<file path="src/hdl/trip_pkg.sv">
// Purpose: Constants and types shared by the trip fault logger
// Assumes: 125 MHz system clock
// Notes:   Fault codes are the decimal code numbers held in 8 bits
package trip_pkg;
    localparam int unsigned CLK_HZ          = 125_000_000;
    localparam int unsigned STOP_WAIT_S     = 100;
    localparam longint unsigned STOP_WAIT_CYC =
        longint'(STOP_WAIT_S) * longint'(CLK_HZ);
    localparam int          CODE_W          = 8;
    localparam int          DATA_W          = 16;
    localparam logic [1:0]  HIST_CLEAR_VAL  = 2'h0;
    localparam logic [7:0]  CODE_NONE       = 8'h00;
    localparam logic [7:0]  CODE_OC_CONST   = 8'h01;
    localparam logic [7:0]  CODE_OC_DECEL   = 8'h02;
    localparam logic [7:0]  CODE_OC_ACCEL   = 8'h03;
    localparam logic [7:0]  CODE_OC_OTHER   = 8'h04;
    localparam logic [7:0]  CODE_OVERLOAD   = 8'h05;
    localparam logic [7:0]  CODE_BRAKE_RES  = 8'h06;
    localparam logic [7:0]  CODE_OVER_VOLT  = 8'h07;
    localparam logic [7:0]  CODE_NVM        = 8'h08;
    localparam logic [7:0]  CODE_UNDER_VOLT = 8'h09;
    localparam logic [7:0]  CODE_CPU        = 8'h0b;
    localparam logic [7:0]  CODE_EXT_TRIP   = 8'h0c;
    localparam logic [7:0]  CODE_START_GRD  = 8'h0d;
    localparam logic [7:0]  CODE_GND_FAULT  = 8'h0e;
    localparam logic [7:0]  CODE_IN_OVERV   = 8'h0f;
    localparam logic [7:0]  CODE_THERMAL    = 8'h15;
    localparam logic [7:0]  CODE_CPU_ALT    = 8'h16;
    localparam logic [7:0]  CODE_GATE_ARR   = 8'h17;
    localparam logic [7:0]  CODE_THERMISTOR = 8'h23;
    localparam logic [7:0]  CODE_COMMS      = 8'h3c;
    localparam int unsigned RESTART_TRY_CYC = 1000;
    typedef enum logic [1:0] {
        PH_CONST,
        PH_DECEL,
        PH_ACCEL,
        PH_OTHER
    } motion_phase_t;
    typedef enum logic [1:0] {
        BO_IDLE,
        BO_RESTART
    } brownout_t;
endpackage

</file>
<file path="src/hdl/trip_hist_if.sv">
// Purpose: Carries a history push or erase between logger modules
// Assumes: Single clock
// Notes:   push and erase are one-cycle pulses
`timescale 1ns/1ps
interface trip_hist_if;
    import trip_pkg::*;
    logic              push;
    logic              erase;
    logic [CODE_W-1:0] code;
    logic [CODE_W-1:0] newest;
    logic [CODE_W-1:0] previous;
    logic [CODE_W-1:0] oldest;
    modport ctrl (output push, output erase, output code,
                  input newest, input previous, input oldest);
    modport hist (input push, input erase, input code,
                  output newest, output previous, output oldest);
endinterface

</file>
<file path="src/hdl/trip_history.sv">
// Purpose: Three-deep trip history, newest to oldest
// Assumes: Driven by the trip fault logger
// Notes:   Erase beats a push in the same cycle
`timescale 1ns/1ps
module trip_history
    import trip_pkg::*;
(
    // Clock and reset
    input  wire logic clk_sys,
    input  wire logic reset_n,
    // History port
    trip_hist_if.hist hif
);
    logic [CODE_W-1:0] slot_r [3];

    always_ff @(posedge clk_sys or negedge reset_n) begin
        if (!reset_n) begin
            slot_r <= '{CODE_NONE, CODE_NONE, CODE_NONE};
        end else if (hif.erase) begin
            slot_r <= '{CODE_NONE, CODE_NONE, CODE_NONE};
        end else if (hif.push) begin
            slot_r <= '{hif.code, slot_r[0], slot_r[1]};
        end
    end

    assign hif.newest   = slot_r[0];
    assign hif.previous = slot_r[1];
    assign hif.oldest   = slot_r[2];
endmodule

</file>
<file path="src/hdl/trip_fault_logger.sv">
// Purpose: Fault trip, code latch, snapshot and history control
// Assumes: Fault inputs are asynchronous levels from the drive
// Notes:   One trip is held until the stop/reset key is pressed
`timescale 1ns/1ps
// Overview of operation
// - Any fault turns the output off and records the trip in history.
// - Faults are accepted while stopped as well as while running.
// - A stop/reset key press clears the present trip.
// - History-clear select at value 00 erases history, nothing else.
// - The latched error code is shown on the display at once.
// - Over-current code depends on constant, decel, accel or other phase.
// - Overload, braking resistor and bus over-voltage have own codes.
// - Memory problem and bus under-voltage trip with their codes.
// - CPU malfunction and external trip input trip with their codes.
// - Run present at power-up with guard enabled trips; run refused.
// - Ground fault seen in power-up test trips with its code.
// - Input over-voltage tested only after 100 s stopped.
// - Module heat, gate array link and thermistor have own codes.
// - Network watchdog expiry trips with the communications code.
// - Brown-out shuts output and retries; failed retry trips under-volt.
// - Power lost with reset input active gives memory error next power.
// - Operating data is captured at each new trip and held until the next.
// - New error shifts newest to previous, previous to oldest.
module trip_fault_logger
    import trip_pkg::*;
#(
    parameter longint unsigned STOP_WAIT   = STOP_WAIT_CYC,
    parameter int unsigned     RESTART_TRY = RESTART_TRY_CYC
)(
    // Clock and reset
    input  wire logic              clk_sys,
    input  wire logic              reset_n,
    // Drive state
    input  wire logic              run_cmd,
    input  wire logic [1:0]        motion_phase,
    input  wire logic              restart_ok,
    input  wire logic [DATA_W-1:0] freq_now,
    input  wire logic [DATA_W-1:0] current_now,
    input  wire logic [DATA_W-1:0] bus_volt_now,
    // Fault reports
    input  wire logic              over_current,
    input  wire logic              motor_overload,
    input  wire logic              brake_overrun,
    input  wire logic              bus_over_volt,
    input  wire logic              nvm_fault,
    input  wire logic              bus_under_volt,
    input  wire logic              cpu_fault,
    input  wire logic              external_trip_input,
    input  wire logic              ground_fault,
    input  wire logic              input_over_volt,
    input  wire logic              module_over_temp,
    input  wire logic              gate_array_fault,
    input  wire logic              thermistor_hot,
    input  wire logic              comms_watchdog,
    input  wire logic              brownout,
    // Power-up and keypad
    input  wire logic              unattended_start_guard,
    input  wire logic              reset_input_terminal,
    input  wire logic              nvm_reset_mark,
    input  wire logic              powerup_test,
    input  wire logic              stop_reset_key,
    input  wire logic [1:0]        history_clear_select,
    input  wire logic              history_clear_strobe,
    // Outputs to power stage and display
    output logic                   output_enable,
    output logic                   tripped,
    output logic                   run_allowed,
    output logic [CODE_W-1:0]      display_code,
    output logic [CODE_W-1:0]      newest_fault_monitor,
    output logic [CODE_W-1:0]      previous_fault_monitor,
    output logic [CODE_W-1:0]      oldest_fault_monitor,
    output logic [DATA_W-1:0]      snap_freq,
    output logic [DATA_W-1:0]      snap_current,
    output logic [DATA_W-1:0]      snap_bus_volt,
    output logic                   reset_mark_set
);
    localparam int NIN = 23;

    // Two-stage synchronisers on every outside level
    logic [NIN-1:0] raw_in;
    logic [NIN-1:0] sync1_r;
    logic [NIN-1:0] sync2_r;
    assign raw_in = {over_current, motor_overload, brake_overrun,
                     bus_over_volt, nvm_fault, bus_under_volt, cpu_fault,
                     external_trip_input, ground_fault, input_over_volt,
                     module_over_temp, gate_array_fault, thermistor_hot,
                     comms_watchdog, brownout, unattended_start_guard,
                     reset_input_terminal, nvm_reset_mark, powerup_test,
                     stop_reset_key, history_clear_strobe, run_cmd,
                     restart_ok};

    always_ff @(posedge clk_sys or negedge reset_n) begin
        if (!reset_n) begin
            sync1_r <= '0;
            sync2_r <= '0;
        end else begin
            sync1_r <= raw_in;
            sync2_r <= sync1_r;
        end
    end

    wire s_oc      = sync2_r[22];
    wire s_ovl     = sync2_r[21];
    wire s_brk     = sync2_r[20];
    wire s_ovv     = sync2_r[19];
    wire s_nvm     = sync2_r[18];
    wire s_uv      = sync2_r[17];
    wire s_cpu     = sync2_r[16];
    wire s_ext     = sync2_r[15];
    wire s_gnd     = sync2_r[14];
    wire s_inov    = sync2_r[13];
    wire s_temp    = sync2_r[12];
    wire s_gate    = sync2_r[11];
    wire s_therm   = sync2_r[10];
    wire s_comm    = sync2_r[9];
    wire s_bo      = sync2_r[8];
    wire s_guard   = sync2_r[7];
    wire s_rst_in  = sync2_r[6];
    wire s_nvmark  = sync2_r[5];
    wire s_putest  = sync2_r[4];
    wire s_key     = sync2_r[3];
    wire s_clr     = sync2_r[2];
    wire s_run     = sync2_r[1];
    wire s_rst_ok  = sync2_r[0];

    // Phase and clear select get their own two-flop stages
    // Bits may skew for one cycle; phase moves far slower than that
    logic [1:0] phase_s1_r;
    logic [1:0] phase_s2_r;
    logic [1:0] sel_s1_r;
    logic [1:0] sel_s2_r;

    always_ff @(posedge clk_sys or negedge reset_n) begin
        if (!reset_n) begin
            phase_s1_r <= 2'h0;
            phase_s2_r <= 2'h0;
            sel_s1_r   <= 2'h0;
            sel_s2_r   <= 2'h0;
        end else begin
            phase_s1_r <= motion_phase;
            phase_s2_r <= phase_s1_r;
            sel_s1_r   <= history_clear_select;
            sel_s2_r   <= sel_s1_r;
        end
    end

    // Edge detect on keypad and history strobe
    logic key_d_r;
    logic clr_d_r;
    logic first_r;
    wire  key_press  = s_key & ~key_d_r;
    wire  clr_pulse  = s_clr & ~clr_d_r;

    // Power-up checks run once, after synchronisers have settled
    logic [1:0] settle_r;
    wire  pu_check = first_r && (settle_r == 2'h2);

    // Stopped-time counter for the input over-voltage test
    logic [$clog2(STOP_WAIT+1)-1:0] stop_cnt_r;
    wire  stopped     = ~s_run | tripped;
    wire  stop_done   = (stop_cnt_r == STOP_WAIT[$bits(stop_cnt_r)-1:0]);

    // Brown-out restart sequencing
    brownout_t bo_r;
    logic [$clog2(RESTART_TRY+1)-1:0] bo_cnt_r;
    wire  bo_fail = (bo_r == BO_RESTART) &&
                    (bo_cnt_r == RESTART_TRY[$bits(bo_cnt_r)-1:0]) &&
                    ~s_rst_ok;

    // Over-current code by motion phase
    logic [CODE_W-1:0] oc_code;
    always_comb begin
        case (motion_phase_t'(phase_s2_r))
            PH_CONST: oc_code = CODE_OC_CONST;
            PH_DECEL: oc_code = CODE_OC_DECEL;
            PH_ACCEL: oc_code = CODE_OC_ACCEL;
            default:  oc_code = CODE_OC_OTHER;
        endcase
    end

    // Fixed priority: hardware integrity, over-current, bus voltage, heat, load, then the rest
    logic [CODE_W-1:0] fault_code;
    wire  pu_nvm   = pu_check & s_nvmark;
    wire  pu_guard = pu_check & s_guard & s_run;
    wire  pu_gnd   = pu_check & s_putest & s_gnd;
    // Gated by stopped: a run arriving with the fault is not tested
    wire  inov_hit = stop_done & stopped & s_inov;
    assign fault_code =
        (s_cpu)    ? CODE_CPU        :
        (s_gate)   ? CODE_GATE_ARR   :
        (s_nvm | pu_nvm) ? CODE_NVM  :
        (pu_gnd)   ? CODE_GND_FAULT  :
        (s_oc)     ? oc_code         :
        (s_ovv)    ? CODE_OVER_VOLT  :
        (s_uv | bo_fail) ? CODE_UNDER_VOLT :
        (s_temp)   ? CODE_THERMAL    :
        (s_therm)  ? CODE_THERMISTOR :
        (s_ovl)    ? CODE_OVERLOAD   :
        (s_brk)    ? CODE_BRAKE_RES  :
        (inov_hit) ? CODE_IN_OVERV   :
        (s_ext)    ? CODE_EXT_TRIP   :
        (s_comm)   ? CODE_COMMS      :
        (pu_guard) ? CODE_START_GRD  :
                     CODE_NONE;

    // Accepted in any run state; only the first fault while tripped counts
    wire new_trip = (fault_code != CODE_NONE) && !tripped;

    // History control
    trip_hist_if hif ();
    assign hif.push  = new_trip;
    assign hif.code  = fault_code;
    assign hif.erase = clr_pulse &&
                       (sel_s2_r == HIST_CLEAR_VAL);

    trip_history u_history (
        .clk_sys (clk_sys),
        .reset_n (reset_n),
        .hif     (hif)
    );

    assign newest_fault_monitor   = hif.newest;
    assign previous_fault_monitor = hif.previous;
    assign oldest_fault_monitor   = hif.oldest;

    // Output is held off while tripped or during a brown-out retry
    assign output_enable = ~tripped & (bo_r == BO_IDLE) & s_run;
    assign run_allowed   = ~tripped;

    always_ff @(posedge clk_sys or negedge reset_n) begin
        if (!reset_n) begin
            key_d_r  <= 1'b0;
            clr_d_r  <= 1'b0;
            first_r  <= 1'b1;
            settle_r <= 2'h0;
        end else begin
            key_d_r  <= s_key;
            clr_d_r  <= s_clr;
            if (settle_r != 2'h2)
                settle_r <= settle_r + 2'h1;
            else
                first_r <= 1'b0;
        end
    end

    // Trip latch; a new fault beats a clear in the same cycle
    always_ff @(posedge clk_sys or negedge reset_n) begin
        if (!reset_n) begin
            tripped      <= 1'b0;
            display_code <= CODE_NONE;
        end else if (new_trip) begin
            tripped      <= 1'b1;
            display_code <= fault_code;
        end else if (key_press) begin
            tripped      <= 1'b0;
            display_code <= CODE_NONE;
        end
    end

    // Snapshot of operating data at the trip
    always_ff @(posedge clk_sys or negedge reset_n) begin
        if (!reset_n) begin
            snap_freq     <= '0;
            snap_current  <= '0;
            snap_bus_volt <= '0;
        end else if (new_trip) begin
            snap_freq     <= freq_now;
            snap_current  <= current_now;
            snap_bus_volt <= bus_volt_now;
        end
    end

    // Counts continuous stopped time; restarts on a run while not tripped
    always_ff @(posedge clk_sys or negedge reset_n) begin
        if (!reset_n) begin
            stop_cnt_r <= '0;
        end else if (!stopped) begin
            stop_cnt_r <= '0;
        end else if (!stop_done) begin
            stop_cnt_r <= stop_cnt_r + 1'b1;
        end
    end

    // Brown-out: shut off and retry before recording a trip
    always_ff @(posedge clk_sys or negedge reset_n) begin
        if (!reset_n) begin
            bo_r     <= BO_IDLE;
            bo_cnt_r <= '0;
        end else begin
            case (bo_r)
                BO_IDLE: begin
                    bo_cnt_r <= '0;
                    if (s_bo && !tripped)
                        bo_r <= BO_RESTART;
                end
                BO_RESTART: begin
                    if (s_rst_ok || tripped) begin
                        bo_r <= BO_IDLE;
                    end else if (bo_cnt_r !=
                                 RESTART_TRY[$bits(bo_cnt_r)-1:0]) begin
                        bo_cnt_r <= bo_cnt_r + 1'b1;
                    end
                end
                default: bo_r <= BO_IDLE;
            endcase
        end
    end

    // Marks that reset input was active, for the keeper of the nvm flag
    assign reset_mark_set = s_rst_in;
endmodule

</file>
<file path="config.mk">
export PLATFORM = sky130hd
export DESIGN_NAME = trip_fault_logger
export DESIGN_NICKNAME = d
export VERILOG_FILES = /design/src/hdl/trip_pkg.sv /design/src/hdl/trip_hist_if.sv /design/src/hdl/trip_history.sv /design/src/hdl/trip_fault_logger.sv
export SDC_FILE = /design/constraint.sdc
export NUM_CORES = 1
export LEC_CHECK = 0
export BUFFER_PORTS_ARGS = -buffer_cell sky130_fd_sc_hd__buf_2
export CAP_MARGIN = 0
export CORE_MARGIN = 1.5
export CORE_UTILIZATION = 30
export CTS_CLUSTER_DIAMETER = 80
export DETAILED_ROUTE_END_ITERATION = 6
export SLEW_MARGIN = 20
export SYNTH_ARGS = -nofsm -noshare
export SYNTH_HDL_FRONTEND = slang
export SYNTH_SLANG_ARGS = --single-unit
</file>
<file path="constraint.sdc">
create_clock -name clk_sys -period 5.7 [get_ports clk_sys]
set_clock_uncertainty 0.05 [all_clocks]
set_input_delay 0.57 -clock clk_sys [delete_from_list [all_inputs] [get_ports clk_sys]]
set_output_delay 0.57 -clock clk_sys [all_outputs]
set_load 0.1 [all_outputs]
</file>
==> results of run 1 <==
[cell type report]
cell class / instances / area (µm²)
Sequential cell: 177 / 4431
Clock buffer: 20 / 466.7
Tap cell: 324 / 405.4
Inverter: 21 / 78.83
Multi-Input combinational cell: 364 / 2661
Fill cell: 2378 / 15170
Timing Repair Buffer: 156 / 797.0
Clock inverter: 12 / 167.7
[flip-flops by register name, summed over array words and instances (netlist names), 6 cells and up]
register,flops
u_history.hif.oldest,6
snap_bus_volt,16
stop_cnt_r,34
bo_cnt_r,10
snap_current,16
display_code,6
snap_freq,16
sync2_r,23
u_history.hif.newest,6
sync1_r,23
u_history.hif.previous,6
[critical path: stages, from the launching register on]
cell and delay [ns]:
dfrtp_1 0.40, inv_1 0.10, ha_1 0.16, nor4bb_1 0.22, nand4_1 0.21, nor4_4 0.36, o21ai_1 0.17, a41oi_2 0.31
or2_4 0.75, mux2_2 0.42
[cells in the final DEF, fill, tap and decap left out, drive strengths merged, types with 13 or more instances in the layout]
master  synthesis  layout
nand3          18      18
clkbuf         10      20
dfrtp         176     176
buf            16     156
mux2i          14      14
xnor2          21      21
xor2           13      13
mux2           48      48
nor2           47      47
o21ai          20      20
nand2          42      42
nand4          14      14
inv            21      27
[logic make-up (layout without fill, tap and decap cells)]
group | count (synthesis) | in the layout | synth area share [%]
compound gates | 62 | 62 | 5.840
xor+xnor | 34 | 34 | 4.064
fa+ha+maj | 8 | 8 | 1.366
buf+inv | 47 | 209 | 3.603
flops | 177 | 177 | 60.47
mux | 62 | 62 | 10.37
other cells | 1 | 8 | 0.05118
simple gates | 190 | 190 | 14.24
[layer usage]
| metal | global-route usage, % | up-vias | part of all wire, % |
|---|---|---|---|
| li1 | - | 2337 | - |
| met1 | 16.17 | 2384 | 45 |
| met2 | 20.03 | 108 | 48 |
| met3 | 3.725 | 16 | 4.9 |
| met4 | 3.859 | 0 | 1.4 |
| met5 | 0 | - | 0 |
[per-stage QoR]
step                hold WS (ns)  utilization, %
finish                    0.1006           37.26
detailed placement        0.2847           34.63
CTS                       0.1399           37.26
global route              0.1608           37.26
global placement          0.2833           34.63
floorplan                 0.2244               -
[worst max path at each step]
stage                              start  cells past startpoint                             to  slack, ns
6_report       stop_cnt_r[0]$_DFFE_PN0P_                      9   snap_bus_volt[4]$_DFFE_PN0P_       2.36
3_3_place_gp   stop_cnt_r[0]$_DFFE_PN0P_                      9  snap_bus_volt[15]$_DFFE_PN0P_       2.37
3_5_place_dp   stop_cnt_r[0]$_DFFE_PN0P_                      9   snap_bus_volt[4]$_DFFE_PN0P_       2.33
4_1_cts        stop_cnt_r[0]$_DFFE_PN0P_                      9   snap_bus_volt[4]$_DFFE_PN0P_       2.33
2_1_floorplan        tripped$_DFFE_PN0P_                      2                  output_enable       2.75
5_1_grt        stop_cnt_r[0]$_DFFE_PN0P_                      9  snap_bus_volt[15]$_DFFE_PN0P_       2.03
==> reports/metrics.yaml, run 1 <==
cts:
  ctsResizeCount: 0
  cts_max_level: 4
  path_clk_slew_ns: 0.07
  cts_sinks: 177
  cts_tree: "done"
  clk_latency_ns: 0.43
  cts.path.max_buffers: 2
  post_cts_buffers: 0
  cts.hold.buffers_added: 0
  cts_buffers: 17
  clockRootBuffer: "clkbuf_16"
die:
  core.rowCount: 57
  ios: 161
  die_x_um: 159.3
  core-area_um2: 24180
  dieHeight_um: 159.3
  die_area_um2: 25370
  initial_core_util_pct: 30.31
placement:
  io_buffers: 152
  gp_congestion: 0.8039
  dpl.hpwl_mm: 10.87
  pre_cts_ws_ns: 2.333
  dpl_cell_area_um2: 8373
  dp_cells: 1042
finish:
  design_area_um2: 9007
  fin_cells: 1074
  layout-drive-gt1-share_pct: 33.47
  area_growth_syn_to_layout_pct: 22.93
  n_antenna_cell: 0
  finalNetCount: 822
synthesis:
  synth_top_cells_by_count: "176 x dfrtp_1, 46 x nor2_1, 42 x nand2_1"
  ys_seq_elements: 177
  synthCells: 581
  yosysMostFrequentCell: "dfrtp_1"
  synth_ff_type: "dfrtp_1"
  ys_async_sr_fraction_pct: 100.0
  synth_top_cell_by_area: "dfrtp_1"
  postSynthAreaPerCell_um2: 12.61
  syn_area_um2: 7327
  synth_area_leaders: "dfrtp_1 60%, mux2_4 4.3%, mux2_2 4.1%, xnor2_1 2.5%, nor2_1 2.4%"
  synth_cell_type_count: 66
  yosysSeqAreaShare_pct: 60.47
  yosysTopAreaCellShare_pct: 60.11
  synth_edf_count: 0
  yosys_warnings: 0
grt:
  first_global_vias: 4810
  grt_pass1_wl_mm: 25.15
  track_usage_pct: 12.46
  grt_max_degree: 82
  antenna_found_initial: 0
  grt_overflow: 0
routing:
  ant_nets: 0
  wl_per_cell_um: 14.24
  totalWireLength_mm: 15.30
  drcViolationCount: 0
  dr.pass1.iters: 4
  vias: 4845
  drtIter0Drc: 261
  vias_per_cell: 4.511
critical_path:
  required_ns: 5.94
  reg2regPathDepth: 9
  rr_endpoint: "snap_bus_volt[4]$_DFFE_PN0P_"
  startpoint_type: "register"
  r2r-start: "stop_cnt_r[0]$_DFFE_PN0P_"
  path_max_fanout: 57
  critical_path_class: "register to register"
  arrival_ns: 3.58
  reg2reg_slack_ns: 2.36
  end_kind: "register"
sta:
  finalSetupViolCount: 0
  fin_setup_tns_ns: 0
  slew_headroom_pct: 28.66
  hold_violations: 0
  fin_ws_ns: 2.363
  slew_violations: 0
  fin_crit_ns: 3.337
  fin_crit_sh_pct: 58.54
  rsz0062_at_grt: "no"
  fmax_mhz: 299.7
  worstMarginPinSlew_ns: 1.055
run:
  cap_violations: 0
min_path:
  hold_path.class: "input pin to asynchronous set/reset pin"
run_status:
  status: "finished clean"
Power of run 1 is not shown: default switching activity piles up to over one toggle a cycle in this logic, so the estimate is an artifact.
==> inputs of run 2 (changes only) <==
Clock period 5.7 ns to 3.35 ns, I/O delays scaled along.
==> reports/metrics.yaml, run 2 (synthesis gave the netlist of run 1 again) <==
run_status:
  status: "finished clean"
finish:
  n_antenna_cell: 0
  n_fill_cell: 2353
  largest-register: "stop_cnt_r"
  layout-drive-gt1-share_pct: 32.61
  top_regs: "stop_cnt_r x34, sync1_r x23, sync2_r x23"
  area_growth_syn_to_layout_pct: 27.41
  seqCellArea_um2: 4431
  largest_reg_flops: 34
  final_cell_mix: "176 x dfrtp_1, 151 x buf_2, 46 x nor2_1, 42 x nand2_1, 28 x dlygate4sd3_1"
  multiInputGateArea_um2: 2661
  final_common_cell: "dfrtp_1"
  finalNetCount: 857
cts:
  cts_max_level: 4
  cts_sinks: 177
  cts_tree: "done"
  clk_latency_ns: 0.43
  clockRootBuffer: "clkbuf_16"
  cts.hold.buffers_added: 28
  cts_buffers: 17
  cts.path.max_buffers: 2
  path_clk_slew_ns: 0.07
  ctsResizeCount: 0
  post_cts_buffers: 0
placement:
  io_buffers: 152
  dpl.hpwl_mm: 11.25
  gp_congestion: 0.8006
run:
  cap_violations: 0
critical_path:
  critPathSlowestCell: "dfrtp_1"
  required_ns: 3.61
  crit_chain: "inv_1, ha_1, nor4bb_1, nand4_1, nor4_4, o211ai_2, a41oi_2, or2_4, buf_12, mux2_2"
  reg2regPathDepth: 10
  reg2reg_slack_ns: 0.22
  r2r-start: "stop_cnt_r[0]$_DFFE_PN0P_"
  end_kind: "register"
  rr_endpoint: "snap_bus_volt[13]$_DFFE_PN0P_"
  startpoint_type: "register"
  cpPeakStageDelay_ns: 0.41
  arrival_ns: 3.39
  path_max_fanout: 16
  critical_path_class: "register to register"
sta:
  finalSetupViolCount: 0
  hold_violations: 0
  slew_headroom_pct: 31.98
  rsz0062_at_grt: "no"
  fin_crit_sh_pct: 93.45
  worstMarginPinSlew_ns: 1.006
  fin_crit_ns: 3.130
  fin_setup_tns_ns: 0
  slew_violations: 0
  fmax_mhz: 319.4
routing:
  drcViolationCount: 0
  dr.pass1.iters: 4
  vias_per_cell: 4.505
  vias: 4996
  ant_nets: 0
  drtIter0Drc: 277
  wl_per_cell_um: 14.15
  totalWireLength_mm: 15.70
grt:
  first_global_vias: 5048
  grt_max_degree: 82
  track_usage_pct: 12.99
  grt_pass1_wl_mm: 26.25
  grt_overflow: 0
  antenna_found_initial: 0
die:
  core.rowCount: 57
  dieHeight_um: 159.3
  ios: 161
  core-area_um2: 24180
  initial_core_util_pct: 30.31
  die_x_um: 159.3
  die_area_um2: 25370
min_path:
  hold_end: "snap_current[12]$_DFFE_PN0P_"
  hp-start: "current_now[12]"
  holdPathStages: 2
  hold_path.class: "input pin to register"
[run 2: cell types whose count changed in the layout (fill, tap and decap cells not counted), moves of 2 or more]
| cell | delta |
|---|---|
| buf_12 | +4 |
| dlygate4sd3_1 | +28 |
| clkbuf_1 | +2 |
| buf_4 | +3 |
| bufinv_16 | -2 |
[run 2: worst max-delay path, delay by kind of cell, from the launching register on]
family	cells	cell delay, ns
and+or+nand+nor	4	1.22
AOI/OAI and AO/OA	2	0.53
DFF	1	0.41
muxes	1	0.34
buffers and inverters	2	0.31
adders and majority gates	1	0.15
[run 2: worst max path at each step]
stage	cells past startpoint	slack, ns	startpoint	end
floorplan	9	0.49	tripped$_DFFE_PN0P_	snap_current[11]$_DFFE_PN0P_
global placement	10	0.23	stop_cnt_r[0]$_DFFE_PN0P_	snap_current[2]$_DFFE_PN0P_
detailed placement	10	0.21	stop_cnt_r[0]$_DFFE_PN0P_	snap_current[8]$_DFFE_PN0P_
CTS	10	0.20	stop_cnt_r[0]$_DFFE_PN0P_	snap_bus_volt[13]$_DFFE_PN0P_
global route	10	0.05	stop_cnt_r[0]$_DFFE_PN0P_	snap_bus_volt[7]$_DFFE_PN0P_
finish	10	0.22	stop_cnt_r[0]$_DFFE_PN0P_	snap_bus_volt[13]$_DFFE_PN0P_
[run 2: area by class of cell]
type                       count  area share [%]
sequential                   177           47.46
inverter                      21          0.8444
timing repair buffer         191           12.64
tap                          324           4.343
clock buffer                  21           4.932
multi-input combinational    364           28.51
clock inverter                11           1.273
[run 2: per-layer routing]
layer	global-route usage, %	vias to the layer above	wire [µm]
met5	0	-	0
met1	17.28	2470	7156
met3	3.256	18	622
met2	20.78	101	7694
li1	-	2407	-
met4	4.160	0	224
[run 2: through the flow]
stage	instance area (µm²)	hold slack, ns	utilization, %	cells	setup slack, ns
2_1_floorplan	7353	-0.01059	-	588	0.4887
3_3_place_gp	8476	0.2836	35.06	1049	0.2325
3_5_place_dp	8476	0.2847	35.06	1049	0.2109
4_1_cts	9335	0.06110	38.61	1109	0.1975
5_1_grt	9335	0.05706	38.61	1109	0.04931
6_report	9335	0.08014	38.61	1109	0.2196
Power of run 2 is left out for the same reason.
==> inputs of run 3 (changes only) <==
Settings changed: MAX_ROUTING_LAYER set to met4, PLACE_DENSITY set to 0.49, TNS_END_PERCENT set to 100.
==> reports/metrics.yaml, run 3 (synthesis gave the netlist of run 1 again) <==
grt:
  use_met1_pct: 18.50
  grt-busiest-layer: "met2"
  track_usage_pct: 14.29
  use_met3_pct: 3.464
  first_global_vias: 5110
  antenna_found_initial: 0
  grt_pass1_wl_mm: 27.67
  grt_use_met2_pct: 22.01
  grt_overflow: 0
  grt_max_degree: 91
sta:
  fmax_mhz: 338.2
  fin_crit_sh_pct: 88.27
  slew_headroom_pct: 45.09
  fin_crit_ns: 2.957
  fin_setup_tns_ns: 0
  rsz0062_at_grt: "no"
  hold_violations: 0
  slew_violations: 0
  finalSetupViolCount: 0
  worstMarginPinSlew_ns: 0.8219
routing:
  drtIter0Drc: 265
  drcViolationCount: 0
  totalWireLength_mm: 16.32
  dr.pass1.iters: 4
  vias: 4966
  ant_nets: 0
  wl_per_cell_um: 14.68
  vias_per_cell: 4.470
run_status:
  status: "finished clean"
die:
  dieHeight_um: 159.3
  initial_core_util_pct: 30.31
  core-area_um2: 24180
  die_x_um: 159.3
  die_area_um2: 25370
  ios: 161
  core.rowCount: 57
finish:
  largest_reg_flops: 34
  area_growth_syn_to_layout_pct: 27.32
  final_common_cell: "dfrtp_1"
  n_antenna_cell: 0
  top_regs: "stop_cnt_r x34, sync1_r x23, sync2_r x23"
  final_cell_mix: "176 x dfrtp_1, 151 x buf_2, 46 x nor2_1, 42 x nand2_1, 28 x dlygate4sd3_1"
  finalNetCount: 859
  largest-register: "stop_cnt_r"
  layout-drive-gt1-share_pct: 33.04
critical_path:
  required_ns: 3.62
  startpoint_type: "register"
  end_kind: "register"
  crit_chain: "inv_1, ha_1, a41o_1, a2111oi_2, nand2_1, o211ai_2, a41oi_2, or2_4, buf_4, mux2_4"
  worstSetupPathDepth: 10
  r2r-start: "settle_r[0]$_DFFE_PN0P_"
  crit_family: "compound AO/OA/AOI/OAI gates"
  arrival_ns: 3.23
  path_max_fanout: 16
  critical_path_class: "register to register"
  reg2regPathDepth: 10
  crit_start: "settle_r[0]$_DFFE_PN0P_"
  crit_buf_inv: 2
  critPathSlowestCell: "a2111oi_2"
  reg2reg_slack_ns: 0.39
  cpPeakStageDelay_ns: 0.41
placement:
  gp_congestion: 0.7980
  io_buffers: 152
  dpl.hpwl_mm: 11.56
cts:
  cts_sinks: 177
  ctsResizeCount: 0
  cts_max_level: 4
  cts.hold.buffers_added: 28
  path_clk_slew_ns: 0.08
  clk_latency_ns: 0.43
  cts_buffers: 17
  cts.path.max_buffers: 2
  cts_tree: "done"
  post_cts_buffers: 0
  clockRootBuffer: "clkbuf_16"
min_path:
  holdPathStages: 2
  hp-start: "current_now[12]"
  hold_path.class: "input pin to register"
run:
  cap_violations: 0
==> run 3: cell count changes in the layout (fill, tap and decap cells not counted), sizes merged <==
cell	change
clkbuf	-3
clkinvlp	+3
buf	+1
clkinv	-1
bufinv	-1
inv	+3
==> run 3: path summary, 6_finish.rpt <==
kind	end
setup / recovery	snap_current[11]$_DFFE_PN0P_
hold / removal	snap_current[12]$_DFFE_PN0P_
setup reg to reg	snap_current[11]$_DFFE_PN0P_
hold reg to reg	sync2_r[6]$_DFF_PN0_
max in group asynchronous	snap_freq[6]$_DFFE_PN0P_
min in group asynchronous	snap_current[6]$_DFFE_PN0P_
==> run 3: final cells by class <==
| type | instances | area [µm²] |
|---|---|---|
| Clock buffer | 17 | 425.4 |
| Clock inverter | 15 | 137.6 |
| Fill cell | 2367 | 14850 |
| Inverter | 21 | 78.83 |
| Multi-Input combinational cell | 364 | 2666 |
| Sequential cell | 177 | 4431 |
| Tap cell | 324 | 405.4 |
| Timing Repair Buffer | 193 | 1185 |
==> run 3: layer usage <==
metal	part of all wire, %	up-vias	wire length, µm
li1	-	2420	-
met3	4.0	12	651
met2	49	97	7942
met4	1.1	0	180
met5	0	-	0
met1	46	2437	7541
==> run 3: through the flow <==
stage / cell area (µm²) / util [%] / cells / setup slack, ns / hold slack [ns]
finish: 9329 / 38.59 / 1111 / 0.3930 / 0.07668
global route: 9329 / 38.59 / 1111 / 0.1364 / 0.05095
CTS: 9329 / 38.59 / 1111 / 0.3810 / 0.05523
detailed placement: 8486 / 35.10 / 1051 / 0.3836 / 0.2847
global placement: 8486 / 35.10 / 1051 / 0.4036 / 0.2824
floorplan: 7353 / - / 588 / 0.4887 / -0.01059
Power of run 3 is left out for the same reason.
